<file path="config.mk">
export PLATFORM = sky130hd
export DESIGN_NAME = ilc_codec
export DESIGN_NICKNAME = d
export VERILOG_FILES = /design/src/ilc_pkg.sv /design/src/ilc_codec.sv /design/src/ilc_path_quality.sv
export SDC_FILE = /design/constraint.sdc
export NUM_CORES = 1
export LEC_CHECK = 0
export BUFFER_PORTS_ARGS = -buffer_cell sky130_fd_sc_hd__clkbuf_2
export CORE_ASPECT_RATIO = 0.8
export CORE_MARGIN = 2
export CORE_UTILIZATION = 50
export DETAILED_ROUTE_END_ITERATION = 10
export PLACE_DENSITY = 0.67
export SLEW_MARGIN = 0
export SYNTH_ARGS = -nofsm -noshare
export SYNTH_HDL_FRONTEND = slang
export SYNTH_SLANG_ARGS = --single-unit
</file>
<file path="constraint.sdc">
create_clock -name mclk -period 4.3 [get_ports mclk]
set_clock_uncertainty 0.05 [all_clocks]
set_input_delay 0.86 -clock mclk [delete_from_list [all_inputs] [get_ports mclk]]
set_output_delay 0.86 -clock mclk [all_outputs]
set_load 0.01 [all_outputs]
</file>
<file path="src/ilc_pkg.sv">
// Package for the inductive link codec: timing counts, state encodings,
// carrier structs and shared decode functions.
// Assumes a 20 MHz mclk and a one-cycle power-cycle tick from the bridge timer.
package ilc_pkg;

   // System clock and receive bit clock
   localparam int MCLK_HZ = 20_000_000;
   localparam int ASK_BIT_RATE_HZ = 2000;
   localparam int ASK_HALF_CYC = MCLK_HZ / (2 * ASK_BIT_RATE_HZ);
   localparam int ASK_CNT_W = 16;
   localparam int ASK_TIMEOUT_HALVES = 3;

   // Transmit timing, counted in power-signal cycles
   localparam int FSK_HALF_CYCLES = 256;
   localparam int FSK_BIT_CYCLES = 512;
   localparam int FSK_CNT_W = 9;
   localparam logic [FSK_CNT_W-1:0] FSK_MID_LAST = 9'h0ff;
   localparam logic [FSK_CNT_W-1:0] FSK_BIT_LAST = 9'h1ff;
   localparam logic [FSK_CNT_W-1:0] FSK_MID_FIRST = 9'h100;

   // Byte framing
   localparam int DATA_BITS = 8;
   localparam logic [3:0] DATA_LAST_IDX = 4'h7;
   localparam logic [3:0] STOP_IDX = 4'ha;
   localparam logic [3:0] PREAMBLE_MIN_ONES = 4'h4;
   localparam logic [7:0] MIN_PACKET_BYTES = 8'h02;

   // Path quality score
   localparam int SCORE_W = 6;
   localparam logic [SCORE_W-1:0] SCORE_MAX = 6'h3f;
   localparam logic [SCORE_W-1:0] SCORE_PENALTY = 6'h02;

   typedef enum logic [3:0] {
      IV_GLITCH = 4'h1,
      IV_SHORT = 4'h2,
      IV_LONG = 4'h4,
      IV_STRAY = 4'h8
   } ilc_iv_t;

   typedef enum logic [4:0] {
      TX_IDLE = 5'h01,
      TX_START = 5'h02,
      TX_DATA = 5'h04,
      TX_PARITY = 5'h08,
      TX_STOP = 5'h10
   } ilc_tx_st_t;

   typedef enum logic [1:0] {
      RX_HUNT = 2'h1,
      RX_BYTE = 2'h2
   } ilc_rx_st_t;

   typedef struct packed {
      logic [7:0] data;
      logic valid;
      logic header;
      logic pkt_ok;
      logic chk_err;
      logic byte_err;
   } ilc_rx_out_t;

   typedef struct packed {
      logic [7:0] data;
      logic last;
   } ilc_tx_req_t;

   // Sorts an edge-to-edge interval against the half-bit time
   function automatic ilc_iv_t ilc_classify(input logic [ASK_CNT_W-1:0] iv, input logic [ASK_CNT_W-1:0] half);
      logic [ASK_CNT_W+1:0] h;
      logic [ASK_CNT_W+1:0] v;
      h = {2'b00, half};
      v = {2'b00, iv};
      if (v < (h >> 1)) return IV_GLITCH;
      else if (v < h + (h >> 1)) return IV_SHORT;
      else if (v < (h << 1) + (h >> 1)) return IV_LONG;
      else return IV_STRAY;
   endfunction

   function automatic logic ilc_odd_parity(input logic [7:0] b);
      return ~(^b);
   endfunction

endpackage

</file>
<file path="src/ilc_codec.sv">
// Inductive link codec: frequency-shift encoder for outgoing bytes and
// differential bi-phase packet decoder for the incoming envelope.
// Assumes power_cycle_tick pulses once per power-signal cycle and that both
// envelope inputs are comparator outputs synchronous to mclk.
// Contract
// Send data by shifting the inverter drive between two frequencies.
// Change frequency only on 256-power-cycle block boundaries.
// Start bit is 512 cycles at the shifted frequency.
// One bit is 256 cycles at one frequency then 256 at the other.
// Zero bit is 512 cycles at one unchanged frequency.
// Byte goes out as start, data, parity, stop.
// Receiver talks by load modulation at 2 kbit per second.
// Incoming bits decode as differential bi-phase at 2 kHz.
// Two short transitions within one bit period decode as one.
// One long transition across the bit period decodes as zero.
// Received byte is start, 8 data, parity, stop: 11 bits.
// Packet is preamble, header, message bytes, checksum.
// Digital decoder turns the conditioned envelope into packets.
// One decoder serves the voltage and current envelope paths.
// Decoder uses whichever path gives the better demodulated signal.
// Silence after configuration means the receiver assumes the baseline profile.
// Drop bad-parity, bad-stop bytes and bad-checksum packets, flag each; bytes of a bad-checksum packet still go out on valid, flagged by chk_err only.
// Encoder counts power cycles, reports completion after last stop bit.
`timescale 1ns/1ps
`default_nettype none
module ilc_codec
   import ilc_pkg::*;
#(
   parameter logic [ASK_CNT_W-1:0] HALF_BIT_CYC = ASK_CNT_W'(ASK_HALF_CYC),
   parameter logic [ASK_CNT_W-1:0] TIMEOUT_CYC = ASK_CNT_W'(ASK_TIMEOUT_HALVES * ASK_HALF_CYC)
) (
   input wire logic mclk,
   input wire logic reset_n,
   input wire logic power_cycle_tick,
   input wire logic tx_valid,
   input wire ilc_tx_req_t tx_req,
   output logic tx_ready,
   output logic tx_done,
   output logic shifted_freq_sel,
   input wire logic voltage_envelope_input,
   input wire logic current_envelope_input,
   output logic current_path_sel,
   output ilc_rx_out_t rx_out
);

   typedef struct packed {
      ilc_tx_st_t tx_st;
      logic [FSK_CNT_W-1:0] pc;
      logic [3:0] bit_i;
      logic [7:0] sh;
      logic par;
      logic last;
      logic freq;
      logic done;
      ilc_rx_st_t rx_st;
      logic prev;
      logic [ASK_CNT_W-1:0] iv;
      logic half_pend;
      logic [3:0] ones;
      logic [3:0] rbit;
      logic [9:0] rsh;
      logic [7:0] chk;
      logic [7:0] nbytes;
      logic path;
      ilc_rx_out_t out;
   } ilc_state_t;

   ilc_state_t st_q;
   ilc_state_t st_d;
   logic [SCORE_W-1:0] volt_score;
   logic [SCORE_W-1:0] curr_score;
   logic env;
   logic env_edge;
   ilc_iv_t iv_cls;
   logic cur_bit;
   logic bit_end;
   logic bit_ev;
   logic bit_val;
   logic sync_err;
   logic timeout;
   logic [9:0] rsh_next;

   // Both paths are scored all the time so the choice is ready at packet start
   ilc_path_quality #(.HALF_BIT_CYC(HALF_BIT_CYC)) u_volt_q (
      .mclk(mclk),
      .reset_n(reset_n),
      .env(voltage_envelope_input),
      .score(volt_score)
   );

   ilc_path_quality #(.HALF_BIT_CYC(HALF_BIT_CYC)) u_curr_q (
      .mclk(mclk),
      .reset_n(reset_n),
      .env(current_envelope_input),
      .score(curr_score)
   );

   // Ready only on a power-cycle tick so every shift lands on a cycle boundary
   assign tx_ready = power_cycle_tick &&
      (st_q.tx_st == TX_IDLE || (st_q.tx_st == TX_STOP && st_q.pc == FSK_BIT_LAST));
   assign bit_end = power_cycle_tick && st_q.pc == FSK_BIT_LAST;

   always_comb begin
      unique case (st_q.tx_st)
         TX_DATA: cur_bit = st_q.sh[0];
         TX_PARITY: cur_bit = st_q.par;
         TX_STOP: cur_bit = 1'b1;
         default: cur_bit = 1'b0;
      endcase
   end

   assign env = st_q.path ? current_envelope_input : voltage_envelope_input;
   assign env_edge = env != st_q.prev;
   assign iv_cls = ilc_classify(st_q.iv, HALF_BIT_CYC);
   assign timeout = !env_edge && st_q.iv == TIMEOUT_CYC - 1'b1;

   // Bi-phase bit recovery from edge spacing
   always_comb begin
      bit_ev = 1'b0;
      bit_val = 1'b0;
      sync_err = 1'b0;
      if (env_edge) begin
         unique case (iv_cls)
            IV_SHORT: begin
               bit_ev = st_q.half_pend;
               bit_val = 1'b1;
            end
            IV_LONG: begin
               // While hunting, the first long gap is the start bit and fixes the pairing phase
               bit_ev = !st_q.half_pend || st_q.rx_st == RX_HUNT;
               sync_err = st_q.half_pend && st_q.rx_st != RX_HUNT;
            end
            IV_GLITCH: sync_err = 1'b1;
            IV_STRAY: begin
            end
         endcase
      end
   end

   assign rsh_next = {bit_val, st_q.rsh[9:1]};

   always_comb begin
      st_d = st_q;
      st_d.done = 1'b0;
      st_d.out.valid = 1'b0;
      st_d.out.header = 1'b0;
      st_d.out.pkt_ok = 1'b0;
      st_d.out.chk_err = 1'b0;
      st_d.out.byte_err = 1'b0;

      // Encoder
      if (tx_valid && tx_ready) begin
         st_d.tx_st = TX_START;
         st_d.pc = '0;
         st_d.sh = tx_req.data;
         st_d.par = ilc_odd_parity(tx_req.data);
         st_d.last = tx_req.last;
         st_d.freq = 1'b1;
         st_d.done = st_q.tx_st == TX_STOP && st_q.last;
      end else if (power_cycle_tick && st_q.tx_st != TX_IDLE) begin
         st_d.pc = st_q.pc + 1'b1;
         if (st_q.pc == FSK_MID_LAST && cur_bit) st_d.freq = !st_q.freq;
         if (st_q.pc == FSK_BIT_LAST) begin
            // Every bit boundary before the stop bit flips the drive; a zero then holds all 512 cycles
            st_d.freq = !st_q.freq;
            unique case (st_q.tx_st)
               TX_START: begin
                  st_d.tx_st = TX_DATA;
                  st_d.bit_i = '0;
               end
               TX_DATA: begin
                  st_d.sh = st_q.sh >> 1;
                  st_d.bit_i = st_q.bit_i + 1'b1;
                  if (st_q.bit_i == DATA_LAST_IDX) st_d.tx_st = TX_PARITY;
               end
               TX_PARITY: st_d.tx_st = TX_STOP;
               TX_STOP: begin
                  st_d.tx_st = TX_IDLE;
                  st_d.freq = 1'b0;
                  st_d.done = st_q.last;
               end
               default: st_d.tx_st = TX_IDLE;
            endcase
         end
      end

      // Decoder front end
      st_d.prev = env;
      if (env_edge) st_d.iv = '0;
      else if (st_q.iv != TIMEOUT_CYC) st_d.iv = st_q.iv + 1'b1;
      if (env_edge && iv_cls == IV_SHORT) st_d.half_pend = !st_q.half_pend;
      else if (env_edge) st_d.half_pend = 1'b0;

      // Packet framing
      unique case (st_q.rx_st)
         RX_HUNT: begin
            // Switching paths only between packets keeps one packet on one path
            if (curr_score > volt_score) st_d.path = 1'b1;
            else if (volt_score > curr_score) st_d.path = 1'b0;
            if (sync_err || timeout) begin
               st_d.ones = '0;
            end else if (bit_ev && bit_val) begin
               if (st_q.ones != 4'hf) st_d.ones = st_q.ones + 1'b1;
            end else if (bit_ev) begin
               st_d.ones = '0;
               if (st_q.ones >= PREAMBLE_MIN_ONES) begin
                  st_d.rx_st = RX_BYTE;
                  st_d.rbit = 4'h1;
                  st_d.chk = '0;
                  st_d.nbytes = '0;
               end
            end
         end
         RX_BYTE: begin
            if (timeout) begin
               st_d.rx_st = RX_HUNT;
               if (st_q.rbit == '0 && st_q.nbytes >= MIN_PACKET_BYTES) begin
                  st_d.out.pkt_ok = st_q.chk == '0;
                  st_d.out.chk_err = st_q.chk != '0;
               end else begin
                  st_d.out.byte_err = 1'b1;
               end
            end else if (sync_err) begin
               st_d.rx_st = RX_HUNT;
               st_d.out.byte_err = 1'b1;
            end else if (bit_ev) begin
               if (st_q.rbit == '0) begin
                  st_d.rbit = 4'h1;
                  if (bit_val) begin
                     st_d.rx_st = RX_HUNT;
                     st_d.out.byte_err = 1'b1;
                  end
               end else begin
                  st_d.rsh = rsh_next;
                  st_d.rbit = st_q.rbit + 1'b1;
                  if (st_q.rbit == STOP_IDX) begin
                     st_d.rbit = '0;
                     if (rsh_next[9] && rsh_next[8] == ilc_odd_parity(rsh_next[7:0])) begin
                        st_d.out.data = rsh_next[7:0];
                        st_d.out.valid = 1'b1;
                        st_d.out.header = st_q.nbytes == '0;
                        st_d.chk = st_q.chk ^ rsh_next[7:0];
                        if (st_q.nbytes != 8'hff) st_d.nbytes = st_q.nbytes + 1'b1;
                     end else begin
                        st_d.rx_st = RX_HUNT;
                        st_d.out.byte_err = 1'b1;
                     end
                  end
               end
            end
         end
         default: st_d.rx_st = RX_HUNT;
      endcase
   end

   always_ff @(posedge mclk or negedge reset_n) begin
      if (!reset_n) begin
         st_q <= '0;
         st_q.tx_st <= TX_IDLE;
         st_q.rx_st <= RX_HUNT;
      end else begin
         st_q <= st_d;
      end
   end

   assign tx_done = st_q.done;
   assign shifted_freq_sel = st_q.freq;
   assign current_path_sel = st_q.path;
   assign rx_out = st_q.out;
endmodule
`default_nettype wire

</file>
<file path="src/ilc_path_quality.sv">
// Quality monitor for one envelope path: scores how often the edge spacing
// matches the receive bit clock.
// Assumes the envelope comparator output is synchronous to mclk.
`timescale 1ns/1ps
`default_nettype none
module ilc_path_quality
   import ilc_pkg::*;
#(
   parameter logic [ASK_CNT_W-1:0] HALF_BIT_CYC = ASK_CNT_W'(ASK_HALF_CYC)
) (
   input wire logic mclk,
   input wire logic reset_n,
   input wire logic env,
   output logic [SCORE_W-1:0] score
);

   typedef struct packed {
      logic prev;
      logic [ASK_CNT_W-1:0] iv;
      logic [SCORE_W-1:0] score;
   } ilc_pq_state_t;

   ilc_pq_state_t st_q;
   ilc_pq_state_t st_d;

   always_comb begin
      st_d = st_q;
      st_d.prev = env;
      if (env != st_q.prev) begin
         st_d.iv = '0;
         unique case (ilc_classify(st_q.iv, HALF_BIT_CYC))
            IV_SHORT, IV_LONG: begin
               if (st_q.score != SCORE_MAX) st_d.score = st_q.score + 1'b1;
            end
            IV_GLITCH: begin
               // Noise edges cost more than a good edge earns
               st_d.score = (st_q.score > SCORE_PENALTY) ? st_q.score - SCORE_PENALTY : '0;
            end
            IV_STRAY: begin
            end
         endcase
      end else if (st_q.iv != '1) begin
         st_d.iv = st_q.iv + 1'b1;
      end
   end

   always_ff @(posedge mclk or negedge reset_n) begin
      if (!reset_n) st_q <= '0;
      else st_q <= st_d;
   end

   assign score = st_q.score;
endmodule
`default_nettype wire

</file>
Word-level counts from Yosys, hierarchy flattened
Cells that the tools add are included.
W data, S select, Z words.
- input bits: 15
- logic and storage cells: 271
- register bits: 144
- add/subtract/negate cells: 12
- reduce and logical (&&, ||, !) cells: 54
- multiplexer cells: 100
- bitwise gates (word level): 7
- equal/unequal tests: 53
- $lt $le $gt $ge: 15
- operators by type and width (kind ; count):
    $mux W16 ; 12
    $mux W30 ; 3
    $mux W4 ; 19
    $mux W26 ; 2
    $add A16 B1 Y16 const B ; 3
    $lt A16 B12 Y1 const B ; 3
    $lt A16 B13 Y1 const B ; 3
    $lt A16 B14 Y1 const B ; 3
    $mux W2 ; 23
    $mux W8 ; 4
    $ne A16 B16 Y1 const B ; 2
    $pmux W16 S2 ; 1
    $mux W6 ; 4
    $pmux W6 S2 ; 2
    $reduce_bool A2 Y1 ; 12
    $ne A2 B2 Y1 const B ; 10
    $mux W1 ; 18
    $eq A16 B14 Y1 const B ; 1
    $eq A4 B3 Y1 const B ; 4
    $logic_not A8 Y1 ; 2
    $ne A16 B14 Y1 const B ; 1
    $pmux W4 S2 ; 2
    $reduce_and A8 Y1 ; 2
    $reduce_xor A8 Y1 ; 2
    other kinds (54) ; 103

Logic depth before layout (Yosys ltp)
- depth in word-level cells: 15
- gate-level depth with buffers: 12
- depth with buffers taken out: 11

Cells and area by module
A second synthesis with hierarchy kept.
- cell total of the unflattened synthesis: 922
- area, all modules: 8660.8 sq um
- by module, submodules not included (module ; cells each ; instances ; area each (sq um) ; sequential area each (sq um)):
    ilc_codec ; 577 ; 1 ; 5446.5 ; 2429.8
    ilc_path_quality at u_volt_q ; 176 ; 1 ; 1636.6 ; 575.6
    ilc_path_quality at u_curr_q ; 169 ; 1 ; 1577.8 ; 575.6

Least setup slack after synthesis
OpenSTA, ideal clock, no wires.
- kind: input to register
- start: input current_envelope_input
- end: register st_q[23] (netlist name)
- arrival: 2.813 ns
- path buffers: 0
- required time: 4.172 ns
- setup time: 0.078 ns
- cell stages on the path: 7
- path slack: 1.359 ns
- cell sequence: mux2i_1 > xnor2_1 > nand2_2 > nor4_1 > o21ai_1 > or3_1 > a21oi_1
- word-level cells in the longest chain between the ends: 7
- elaborated cells on any way between the ends: 18
- RTL lines (what ; line ; RTL):
    from (decl) ; ilc_codec.sv:41 ; input wire logic current_envelope_input,
    $mux W1 (*) ; ilc_codec.sv:112 ; assign env = st_q.path ? current_envelope_input : voltage_envelope_input;
    $ne A1 B1 Y1 (*) ; ilc_codec.sv:113 ; assign env_edge = env != st_q.prev;
    $logic_not A1 Y1 ; ilc_codec.sv:115 ; assign timeout = !env_edge && st_q.iv == TIMEOUT_CYC - 1'b1;
    $logic_and A1 B1 Y1 ; ilc_codec.sv:115 ;
    $logic_or A1 B1 Y1 ; ilc_codec.sv:200 ; if (sync_err || timeout) begin
    $ne A2 B2 Y1 (no source line) ; n/a ;
    $reduce_and A11 Y1 (no source line) (*) ; n/a ;
    to (signal assigned) ; ilc_codec.sv:262 ; st_q <= st_d;
    to (decl) ; ilc_codec.sv:68 ; ilc_state_t st_q;
Every way passes the cells marked *; elsewhere a longest branch is shown, timed or not.
A chain may end at the register's enable or synchronous reset.

Final worst setup path
- start: input current_envelope_input
- end: register st_q (netlist bit rx_out[11])
- word-level cells in the longest chain between the ends: 6
- elaborated cells on any way between the ends: 11
- RTL lines (what ; line):
    $mux W1 (*) ; ilc_codec.sv:112
    $ne A1 B1 Y1 (*) ; ilc_codec.sv:113
    $logic_not A1 Y1 ; ilc_codec.sv:115
    $logic_and A1 B1 Y1 ; ilc_codec.sv:115
    $not A1 Y1 (no source line) ; n/a
    $reduce_and A7 Y1 (no source line) (*) ; n/a
Marked as above.

==> out/metrics.yaml <==
synth_nets: 904
synth_top_area_share_pct: 44.58
synth_seq_cells: 143
drt_pre_antenna_iters: 5
place.port_buffers: 31
end_kind: "register"
hpwlAfterDp_um: 11050
synth_warnings: 0
overflow: 0
leakage_nw: 3.900
holdBufCountCts: 0
start_util_pct: 50.59
die_w_um: 144.7
finalPower_mw: 3.837
die-height_um: 116.5
diodes: 0
outcome: "complete, no violations"
slowest_stage: "nor4_4"
max-slew-margin-rel_pct: 45.60
nets: 922
cts_setup_buffers: 0
htreeDepth: 4
synth-main-ff-cell: "dfrtp_1"
routed_via_density: 5.583
multi_input_area_um2: 3998
start_kind: "input pin"
core_um2: 15650
fin_crit_ns: 3.087
fin_util_pct: 56.07
tns_ns: 0
synthTopCellsByArea: "dfrtp_1 (45%), ha_1 (4.6%), nor2_1 (4.4%)"
maxCapViolations: 0
async_flop_share_pct: 100.0
grt_max_degree: 80
hold_viol: 0
ys_types: 65
avgRoutedWirePerCell_um: 14.38
vdd_drop_max_uv: 252.1
synth_enable_flop_cells: 0
post-route-cell-area_um2: 8772
vias: 6164
worstSetupPathType: "in2reg"
clock_latency_ns: 0.42
netlist_instances: 860
cts_tree: "built"
drc_errors: 0
rows: 41
worstPathCellList: "clkbuf_2, mux2i_1, xnor2_2, nand2_2, nor4_1, nor2_1, nor4_4, mux2_2"
synth_area_um2: 7915
grt_pass1_wl_um: 27320
cts_resized: 0
clock_path_buffers: 2
grt_pass1_vias: 5613
max_freq_ghz: 0.3240
tightest_slew_ns: 0.8033
path_max_fanout: 10
clkTransAtPathRegs_ns: 0.06
hp-class: "in2async"
grt_usage_pct: 20.24
setup_viol: 0
fillers: 1394
antenna_found_initial: 0
ios: 32
drt-initial-drc-count: 381
rsz0062_at_grt: "false"
critical_path.max_stage_delay_ns: 0.63
finalCritPeriodShare_pct: 71.79
crit_required_ns: 4.55
ys_seq_area_share_pct: 45.24
root_buffer: "clkbuf_16"
area_growth_pct: 10.83
wl_um: 15880
syn_area_per_cell_um2: 9.204
yosys.area.top_type: "dfrtp_1"
ant_nets: 0
cp.arrival_ns: 3.34
gp_congestion: 0.8418
placed_cell_area_um2: 8205
numCtsBuffers: 17
clock_sink_count: 143
pwr_density_cell_nw_per_um2: 437.4
slew_viol_final: 0
dieArea_um2: 16860
drive_above_1_share_pct: 11.14
ff_latch_area_um2: 3581
## synthesized netlist by cell type (8+ instances only)
cell      number
a21oi_1       26
a22oi_1        9
a31oi_1        8
and3_1        14
buf_4         13
clkbuf_1      20
dfrtp_1      141
ha_1          29
inv_1         33
mux2_2        12
nand2_1       88
nand2b_1       9
nand3_1       47
nand4_1       10
nor2_1        93
nor2b_1        9
nor3_1        30
nor4_1        18
o211ai_1       8
o21a_1         9
o21ai_0       58
o22ai_1        8
o31ai_1        9
or2_2          8
or3_1         11
xnor2_1       22
xor2_1        37
## worst max-delay path, delay by kind of cell
kind,cells,cell delay (ns)
AND/OR/NAND/NOR,4,1.44
buffers and inverters,1,0.10
XOR/XNOR,1,0.18
multiplexers,2,0.75
## area by class of cell
| class | count | area share (%) |
|---|---|---|
| clock buffer | 21 | 5.477 |
| clock inverter | 9 | 0.9842 |
| inverter | 33 | 1.412 |
| multi-input combinational | 644 | 45.57 |
| sequential | 143 | 40.82 |
| tap | 215 | 3.067 |
| timing repair buffer | 39 | 2.667 |
## layer usage
metal	part of all wire [%]	up-vias	global-route usage, %
met5	0	-	0
met4	0.61	0	4.272
met3	3.1	9	5.002
met2	42	87	28.82
met1	54	2984	31.23
li1	-	3084	-
## placed cells by master (no fill, tap or decap), types with 10 or more instances in the layout
cell       Yosys  routed
clkbuf_16      0      17
clkbuf_2       1      30
nor2_1        93      93
xor2_1        37      37
nor4_1        18      18
dfrtp_1      141     141
xnor2_1       22      21
o21ai_0       58      58
and3_1        14      14
a21oi_1       26      26
inv_1         33      33
or3_1         11      11
nand3_1       47      47
ha_1          29      29
nand2_1       88      88
nand4_1       10      10
mux2_2        12      12
nor3_1        30      30
## registers in the layout (all words and copies together), names as in the netlist
register / flops
st_q: 72
u_curr_q.st_q: 17
u_volt_q.st_q: 17
rx_out: 13
rsh_next: 9
u_curr_q.score: 6
u_volt_q.score: 6
current_path_sel: 1
shifted_freq_sel: 1
tx_done: 1
## stage by stage
stage               hold slack (ns)  setup slack [ns]  instances
floorplan                    0.3864             1.359        860
global placement             0.4113            0.8613       1074
detailed placement           0.4201            0.7879       1074
CTS                          0.4032             1.237       1104
global route                 0.4291             1.055       1104
finish                       0.3784             1.213       1104
## path summary, 6_finish.rpt
| kind | start | end | slack (ns) | cells past startpoint |
|---|---|---|---|---|
| min in group mclk | st_q[76]$_DFFE_PN0P_ | st_q[76]$_DFFE_PN0P_ | 0.43 | 2 |
| worst min register to register | st_q[76]$_DFFE_PN0P_ | st_q[76]$_DFFE_PN0P_ | 0.43 | 2 |
| worst max-delay path | current_envelope_input | rx_out[11]$_DFFE_PN0P_ | 1.21 | 8 |
| worst max register to register | st_q[52]$_DFFE_PN0P_ | rx_out[11]$_DFFE_PN0P_ | 1.26 | 7 |
| max in group asynchronous | reset_n | st_q[93]$_DFFE_PN1P_ | 2.99 | 2 |
| worst min-delay path | reset_n | u_curr_q.st_q[18]$_DFFE_PN0P_ | 0.38 | 1 |
## report_power, final
group          total [mW]  leakage [nW]  internal (mW)  switching [mW]
logic               0.744          1.74          0.321           0.423
registers            1.69          1.89           1.51           0.187
clock network        1.40         0.265          0.848           0.550
total                3.84          3.90           2.68            1.16
## cells by family (layout without fill, tap and decap cells)
logic type	count (synthesis)	count (layout)	synth area share [%]
buffers and inverters	73	102	4.347
multiplexers	19	19	2.593
XOR/XNOR	60	60	6.813
AO/OA/AOI/OAI	169	169	13.52
adder cells (fa/ha/maj)	29	29	4.584
AND/OR/NAND/NOR	367	367	22.91
flip-flops	143	143	45.24
Power figures use the tool's default switching activity.
